--- src/hdl/cb_adc_defines.vh ---
/*
 Constants for the charge-balance converter count readout.
 Assumes inclusion by bare name from the readout module only.
*/
`ifndef CB_ADC_DEFINES_VH
`define CB_ADC_DEFINES_VH
`define CNT_WIDTH      17
`define ADV_COUNT      5'h11
`define DIV_STAGES     12
`define COUNT_RESET    17'h00000
`define ADV_DIV        4'h4
`endif

--- src/hdl/charge_balance_adc_count_readout.v ---
/*
 Grounded-side control of a charge-balance converter: launch sequencing,
 reversible counter, divider chain, parallel load and serial readout.
 Assumes comparator and launch inputs arrive from outside the clock domain;
 the receiving processor samples data on each advance pulse.
*/
// How it works
// Launch steps progress, measure/zero, override stages
// Comparator output follows count direction
// Twelve-stage divider, each halves previous
// Separate conversion-done and autozero-done pulses
// Up/down pulses step counter during measure
// Counter clear pulse zeroes the counter
// Stop loads count into shift register
// Exactly seventeen advance pulses after stop
// Data shifts out one bit per advance
// Processor samples all seventeen bits first
`timescale 1ns/100ps
`include "cb_adc_defines.vh"
module charge_balance_adc_count_readout #(
	parameter MEASURE_CYCLES = 16'h0400,   // Measure phase length in clocks
	parameter ZERO_CYCLES    = 16'h0400    // Autozero phase length in clocks
) (
	// Clock and reset
	input  wire                   clk_sys,
	input  wire                   sys_rst,
	// Raw pins from the isolated side
	input  wire                   conversion_launch,
	input  wire                   count_dir,
	input  wire                   up_pulse,
	input  wire                   down_pulse,
	input  wire                   counter_clear,
	// Sequencing state
	output reg                    in_progress,
	output reg                    measure_zero,
	output reg                    override,
	output reg                    comparator_out,
	output reg                    conversion_done,
	output reg                    autozero_done,
	// Divider chain
	output reg [`DIV_STAGES-1:0]  div_q,
	// Serial readout
	output reg                    advance,
	output reg                    serial_data,
	output reg [`CNT_WIDTH-1:0]   count_value
);

	// Synchroniser stages for five pins
	reg  [4:0]              s1_r;           // First stage, read only by s2
	reg  [4:0]              s2_r;
	reg  [4:0]              s3_r;
	reg  [4:0]              stable_r;       // Accepted level
	wire [4:0]              raw_pins;
	wire [4:0]              rise;

	assign raw_pins = {counter_clear, down_pulse, up_pulse, count_dir, conversion_launch};

	// Three-stage sync; change counts when stages two and three agree.
	// A pin glitch shorter than one clock never reaches stable_r. The third
	// stage costs one clock of latency but hides a late metastable resolve.
	always @(posedge clk_sys or posedge sys_rst) begin
		if (sys_rst) begin
			s1_r     <= 5'h00;
			s2_r     <= 5'h00;
			s3_r     <= 5'h00;
			stable_r <= 5'h00;
		end else begin
			s1_r <= raw_pins;
			s2_r <= s1_r;
			s3_r <= s2_r;
			stable_r <= (s2_r & s3_r) | (~(s2_r ^ s3_r) & s2_r) | ((s2_r ^ s3_r) & stable_r);
		end
	end

	// One-cycle edges of accepted levels
	assign rise = (s2_r & s3_r) & ~stable_r;

	// Sequencer states, one-hot
	localparam ST_IDLE  = 5'h01;
	localparam ST_PROG  = 5'h02;
	localparam ST_MEAS  = 5'h04;
	localparam ST_OVR   = 5'h08;
	localparam ST_ZERO  = 5'h10;

	reg  [4:0]               state_r;
	reg  [4:0]               state_nxt;
	reg  [15:0]              phase_cnt_r;   // Clocks spent in current phase
	wire                     phase_end;

	assign phase_end = (state_r == ST_MEAS) ? (phase_cnt_r == MEASURE_CYCLES - 16'h0001)
	                 : (phase_cnt_r == ZERO_CYCLES - 16'h0001);

	// Next state: launch walks progress, measure, override, zero in order
	always @* begin
		state_nxt = state_r;
		case (state_r)
			ST_IDLE: if (rise[0]) state_nxt = ST_PROG;
			ST_PROG: state_nxt = ST_MEAS;
			ST_MEAS: if (phase_end) state_nxt = ST_OVR;
			ST_OVR:  state_nxt = ST_ZERO;
			ST_ZERO: if (phase_end) state_nxt = ST_IDLE;
			default: state_nxt = ST_IDLE;
		endcase
	end

	// State register and phase timer
	always @(posedge clk_sys or posedge sys_rst) begin
		if (sys_rst) begin
			state_r     <= ST_IDLE;
			phase_cnt_r <= 16'h0000;
		end else begin
			state_r <= state_nxt;
			if (state_nxt != state_r)
				phase_cnt_r <= 16'h0000;
			else
				phase_cnt_r <= phase_cnt_r + 16'h0001;
		end
	end

	// Decoded state flags and completion pulses
	always @(posedge clk_sys or posedge sys_rst) begin
		if (sys_rst) begin
			in_progress     <= 1'b0;
			measure_zero    <= 1'b0;
			override        <= 1'b0;
			comparator_out  <= 1'b0;
			conversion_done <= 1'b0;
			autozero_done   <= 1'b0;
		end else begin
			in_progress     <= (state_nxt != ST_IDLE);
			measure_zero    <= (state_nxt == ST_MEAS);
			override        <= (state_nxt == ST_OVR);
			comparator_out  <= stable_r[1];
			conversion_done <= (state_r == ST_MEAS) && phase_end;
			autozero_done   <= (state_r == ST_ZERO) && phase_end;
		end
	end

	// Ripple-free divider: stage k toggles when all lower stages are high.
	// A carry chain keeps every stage on the one clock; no stage output is
	// ever used as a clock, so all stages change on the same edge.
	wire [`DIV_STAGES:0]    div_carry;      // Toggle enable into each stage

	assign div_carry[0] = 1'b1;             // Stage zero toggles every clock

	genvar k;
	generate
		for (k = 0; k < `DIV_STAGES; k = k + 1) begin : g_div
			// Carry onward only while this stage and all below are high
			assign div_carry[k+1] = div_carry[k] & div_q[k];

			// One flip-flop per stage
			always @(posedge clk_sys or posedge sys_rst) begin
				if (sys_rst) begin
					div_q[k] <= 1'b0;                           // Square waves start low
				end else if (div_carry[k]) begin
					div_q[k] <= ~div_q[k];
				end
			end
		end
	endgenerate

	// Reversible counter; clear has priority, counts only while measuring
	reg [`CNT_WIDTH-1:0] count_r;
	always @(posedge clk_sys or posedge sys_rst) begin
		if (sys_rst)
			count_r <= `COUNT_RESET;
		else if (stable_r[4])
			count_r <= `COUNT_RESET;
		else if (state_r == ST_MEAS) begin
			if (rise[2] && !rise[3])
				count_r <= count_r + 17'h00001;
			else if (rise[3] && !rise[2])
				count_r <= count_r - 17'h00001;
		end
	end

	// Readout: stop is end of measure; shift register drains MSB first
	reg  [`CNT_WIDTH-1:0] shift_r;
	reg  [4:0]            adv_left_r;      // Advance pulses still owed
	reg  [3:0]            adv_div_r;       // Spacing between advances
	wire                  stop_evt;
	wire                  adv_tick;

	assign stop_evt = (state_r == ST_MEAS) && phase_end;
	assign adv_tick = (adv_left_r != 5'h00) && (adv_div_r == `ADV_DIV - 4'h1);

	// Load on stop, then pace out seventeen advances
	always @(posedge clk_sys or posedge sys_rst) begin
		if (sys_rst) begin
			shift_r     <= `COUNT_RESET;
			adv_left_r  <= 5'h00;
			adv_div_r   <= 4'h0;
			advance     <= 1'b0;
			serial_data <= 1'b0;
			count_value <= `COUNT_RESET;
		end else begin
			advance <= adv_tick;
			if (stop_evt) begin
				shift_r     <= count_r;
				count_value <= count_r;
				serial_data <= count_r[`CNT_WIDTH-1];
				adv_left_r  <= `ADV_COUNT;
				adv_div_r   <= 4'h0;
			end else begin
				// Pace the advances while any are still owed
				if (adv_left_r != 5'h00) begin
					adv_div_r <= (adv_div_r == `ADV_DIV - 4'h1) ? 4'h0 : adv_div_r + 4'h1;
					if (adv_tick)
						adv_left_r <= adv_left_r - 5'h01;
				end
				// Shift the cycle after each advance, so the current bit still
				// stands at the edge on which the processor takes it
				if (advance) begin
					shift_r     <= {shift_r[`CNT_WIDTH-2:0], 1'b0};
					serial_data <= shift_r[`CNT_WIDTH-2];
				end
			end
		end
	end

endmodule

--- config.mk ---
export PLATFORM = sky130hd
export DESIGN_NAME = charge_balance_adc_count_readout
export DESIGN_NICKNAME = d
export VERILOG_FILES = /design/src/hdl/charge_balance_adc_count_readout.v
export VERILOG_INCLUDE_DIRS = /design/src /design/src/hdl
export SDC_FILE = /design/constraint.sdc
export NUM_CORES = 1
export LEC_CHECK = 0
export ABC_AREA = 0
export BUFFER_PORTS_ARGS = -buffer_cell sky130_fd_sc_hd__clkbuf_2
export CAP_MARGIN = 5
export CORE_ASPECT_RATIO = 2
export CORE_MARGIN = 1
export CORE_UTILIZATION = 40
export DETAILED_ROUTE_END_ITERATION = 8
export SYNTH_ARGS = -nofsm -noshare
export SYNTH_HDL_FRONTEND = slang
export SYNTH_SLANG_ARGS = --single-unit
--- constraint.sdc ---
create_clock -name clk_sys -period 11.1 [get_ports clk_sys]
set_input_delay 1.11 -clock clk_sys [delete_from_list [all_inputs] [get_ports clk_sys]]
set_output_delay 1.11 -clock clk_sys [all_outputs]
set_load 0.02 [all_outputs]
---- Word level (Yosys, flattened, before mapping) ----
Index checks and enable logic that the tools add are counted.
word-level totals
  ROM bits ................................ 0
  register bits ........................... 120
  memory bits (writable) .................. 0
  word-level logic and storage cells ...... 112
  input port bits ......................... 7
  output and inout bits ................... 37
  bits in latches ......................... 0
  memories kept ........................... 0
operators by class
  equality and inequality tests ........... 11
  reductions and logical operators ........ 15
  $add $sub $neg .......................... 5
  multipliers ............................. 0
  shift operators ......................... 0
  divide/modulo/power cells ............... 0
  multiplexer cells ....................... 19
  bitwise gates (word level) .............. 31
  $lt $le $gt $ge ......................... 0
operators by type and width
  cell                                                   count
  two-way mux 17 bit                                     4
  two-way mux 16 bit                                     3
  two-way mux 5 bit                                      6
  one-hot mux 5 bit (5 select lines)                     1
  adder 17 x 1 -> 17 bit, second input constant          1
  subtractor 17 x 1 -> 17 bit, second input constant     1
  adder 16 x 1 -> 16 bit, second input constant          1
  equality test 16 x 10 -> 1 bit, second input constant  1
  bitwise AND 5 bit                                      3
  two-way mux 4 bit                                      3
  NOT 1 bit                                              12
  bitwise AND 1 bit                                      10
  equality test 5 x 3 -> 1 bit, second input constant    2
  equality test 5 x 4 -> 1 bit, second input constant    2
  OR 5 bit                                               2
  nonzero test 2 bit                                     4
  equality test 5 x 1 -> 1 bit, second input constant    1
  equality test 5 x 2 -> 1 bit, second input constant    1
  equality test 5 bit, second input constant             1
  logical AND 1 bit                                      5
  != test 5 x 1 -> 1 bit, second input constant          1
  != test 5 bit                                          1
  NOT 5 bit                                              1
  nonzero test 5 bit                                     1
  10 further kinds                                       13

---- Longest topological paths before layout ----
  word-level depth ........................ 10
  gate-level depth with buffers ........... 12

---- Worst setup path after synthesis ----
No wires, ideal clock.
  path type ............................... register to register
  start point ............................. reg s2_r[3]
  end point ............................... reg count_r[16]
  data arrival time ....................... 2.973 ns
  stages on the path, launching flop included .. 12
  buffers on the path ..................... 1
  setup slack ............................. 8.053 ns
  library setup time ...................... 0.074 ns
  clock period less this slack ............ 3.047 ns
  required time ........................... 11.026 ns
  path through ............................ dfrtp_1 -> ha_1 -> nor2b_1 -> or3_1 -> buf_6 -> ha_1 -> nor2b_1 -> o31ai_1 -> a211oi_4 -> or4_4 -> a31o_1 -> a21oi_2
on the way
  longest elaborated chain between the ends .. 7
RTL lines
  element                 line                                    text
  start, declared         charge_balance_adc_count_readout.v:50   reg [4:0] s2_r;
  start signal, assigned  charge_balance_adc_count_readout.v:69   s2_r <= s1_r;
  bitwise AND 5 bit (*)   charge_balance_adc_count_readout.v:76   assign rise = (s2_r & s3_r) & ~stable_r;
  bitwise AND 4 bit (*)   charge_balance_adc_count_readout.v:76
  zero test 1 bit         charge_balance_adc_count_readout.v:171  if (rise[2] && !rise[3])
  logical AND 1 bit       charge_balance_adc_count_readout.v:171
  two-way mux 17 bit      charge_balance_adc_count_readout.v:171
  two-way mux 17 bit      charge_balance_adc_count_readout.v:170  else if (state_r == ST_MEAS) begin
  two-way mux 17 bit      charge_balance_adc_count_readout.v:168  else if (stable_r[4])
  end signal, assigned    charge_balance_adc_count_readout.v:167  count_r <= `COUNT_RESET;
  end signal, assigned    charge_balance_adc_count_readout.v:169  count_r <= `COUNT_RESET;
  end signal, assigned    charge_balance_adc_count_readout.v:172  count_r <= count_r + 17'h00001;
  end, declared           charge_balance_adc_count_readout.v:164  reg [`CNT_WIDTH-1:0] count_r;
Every way passes the cells marked *; elsewhere a longest branch is shown, timed or not. The select of a mux whose other input is x is not followed.
A chain may end at the register's enable or synchronous reset.

---- Worst setup path in the final report ----
Same ends and word-level chain as after synthesis.

==> reports/results.txt <==
Outcome -> complete, no violations
P_leak -> 0.00321 uW
Worst-path fanout max -> 21
Initial Utilization -> 41.3%
Syn avg cell area -> 10.3 sq um
Initial antenna violation count -> 0
CP Capture Type -> flop
Mapped cell area -> 0.00561 sq mm
Hold buffer count at cts -> 0
Worst-path clk slew -> 0.06 ns
EDFF count, synth -> 0
Critical Path RT -> 11.43 ns
Largest net degree at the start of global routing -> 67
Worst hold path class -> reg -> reg
Die width -> 85.8 microns
Crit Path Class -> reg -> reg
Post-synth ARST share -> 100%
Hold_sp -> s1_r[3]
Core Box Area -> 0.0136 sq mm
WL per Instance -> 14.5 microns
Hold path endpoint -> s2_r[3]
DR vias -> 4057
Clock Tree Root -> clkbuf_16
Layout cells sized above 1 -> 15.0%
Most instantiated cells after synthesis -> dfrtp_1 (119), nand2_1 (90), nor2_1 (40)
Endpoints failing hold -> 0
Register area share after synthesis -> 53.5%
Mapped Cells -> 543
Clock buffers created by TritonCTS -> 17
Final Cycle Share -> 32.3%
RSZ-0062 raised after global routing -> no
ANT cells -> 0
Clk_skew -> 0.0104 ns
Worst setup SP type -> flop
Ys flop type -> dfrtp_1
Number of global-route vias before repair -> 4174
IO Port Bufs -> 43
Maxcap violations -> 0
CTS tree -> built
Resized Gates After CTS -> 0
Relative slew slack -> 39.3%
Main area contributors after synthesis -> dfrtp_1 (53%), nand2_1 (6.0%), ha_1 (5.8%)
Post-Route WL -> 11.4 mm
CTS Buffer Depth -> 2
Post-synth top area share -> 53.0%
Row cnt -> 60
# IOs -> 44
Crit path time final -> 3.58 ns
GP Congestion -> 0.836
Total iterations of the first detailed-routing run -> 4
Top-count cell post-synth -> dfrtp_1
Mapped Nets -> 577
Setup TNS -> 0 ns
Worst r2r dst -> count_r[16]
Post-DP HPWL -> 8.08 mm
Worst slew pin tran -> 0.903 ns
R2R Path Start -> s2_r[3]
Reg2reg setup slack -> 7.52 ns
Global-route wire length before repair -> 19.3 mm
Final Setup Violations -> 0
WHS Path Cells -> 0
Pwr Total -> 1110 uW
Area of the die -> 0.0145 sq mm
Final Net Count -> 621
Worst Path Arrival -> 3.91 ns
GR Overflow Total -> 0
Synth area leader -> dfrtp_1
R2r worst-path depth -> 10
Skew-Pair Late Insertion Delay -> 0.41 ns
Post-CTS repair timing setup buffer count -> 0
H-tree level count -> 4
VDD IR max -> 97.2 uV
Cell Pwr Density -> 168 mW/mm^2
Drc violations -> 0
Unique masters post-synth -> 56
Clock sink count -> 120
Ys Warns -> 0
Routed vias/inst -> 5.17
Slew Limit Fails -> 0
First DRT Iteration DRCs -> 138
#FFs+latches synth -> 120
Area growth syn-to-layout -> 17.9%
Routed Antenna Nets -> 0
Fmax -> 279 MHz
GRT Total Usage -> 17.0%
Die Ht -> 170 microns
sequential cells by signal, indices dropped and copies added, names as in the netlist, 4 cells and up:
signal and cells:
count_r 17, count_value 17, phase_cnt_r 16, shift_r 16
div_q 12, adv_left_r 5, s1_r 5, s2_r 5
s3_r 5, stable_r 5, state_r 5, adv_div_r 4
cells in the final DEF, fill, tap and decap left out, drive strengths merged, types with 3 or more instances in the layout:
master / count
or3: 3
mux2i: 17
a21o: 11
clkbuf: 63
nand4: 7
nor2b: 5
bufinv: 4
nor4: 5
dfrtp: 119
nand3: 17
xnor2: 18
nand2: 90
xor2: 20
nor2: 42
clkinvlp: 3
and4: 3
inv: 21
a211oi: 8
o21ai: 30
clkinv: 3
a21oi: 24
a31oi: 5
and3: 7
nor3: 13
ha: 26
o21a: 4
where the power goes:
group	total [uW]	switching (uW)	internal [uW]
clock	588	196	393
combinational	61.0	39.9	21.1
sequential	463	13.1	450
stage by stage:
stage	setup WS (ns)	util, %	cell area (sq um)	cells	hold slack, ns
after detailed placement	7.52	44.0	5980	754	0.335
after global placement	7.58	44.0	5980	754	0.332
after CTS	7.50	48.7	6620	785	0.348
final	7.52	48.7	6620	785	0.346
after global routing	7.24	48.7	6620	785	0.353
after floorplan	6.81	-	5610	543	0.331
final cells by class:
cell class | count | area (sq um)
multi-input combinational | 383 | 2440
clock inverter | 11 | 170
timing repair buffer | 45 | 230
tap | 186 | 233
inverter | 20 | 77.6
fill | 1266 | 6970
sequential | 120 | 3000
clock buffer | 20 | 467
critical path: stages (launching register included):
cell and delay [ns]:
dfrtp_1 0.40, ha_1 0.19, nor2b_1 0.13, or3_1 0.65
ha_1 0.49, nor2b_1 0.18, o31ai_1 0.50, a211oi_4 0.14
or4_4 0.51, a31o_1 0.20, a21oi_2 0.12
how the worst max path moves through the flow:
stage | to | slack, ns | startpoint
floorplan | adv_div_r[0] | 6.81 | sys_rst
global placement | count_r[16] | 7.58 | s2_r[3]
detailed placement | count_r[16] | 7.52 | s2_r[3]
CTS | count_r[16] | 7.50 | s2_r[3]
global route | count_r[13] | 7.24 | s2_r[3]
finish | count_r[16] | 7.52 | s2_r[3]
kinds of logic (layout without fill, tap and decap cells):
group                    after synthesis  in the layout  share of synthesized area (%)
AND/OR/NAND/NOR                      202            202                           16.7
flip-flops                           120            120                           53.5
AO/OA/AOI/OAI                         99             99                           11.6
buffers and inverters                 40             96                           3.03
XOR/XNOR                              38             38                           5.93
adder cells (fa/ha/maj)               27             27                           6.15
multiplexers                          17             17                           3.03
layer usage:
metal / up-vias / part of all wire [%] / track usage, %
met5: - / 0 / 0
met4: 0 / 2.5 / 7.32
met3: 19 / 2.1 / 3.55
met2: 58 / 56 / 31.2
met1: 2009 / 40 / 18.4
li1: 1971 / - / -
(Power assumes the default switching activity.)
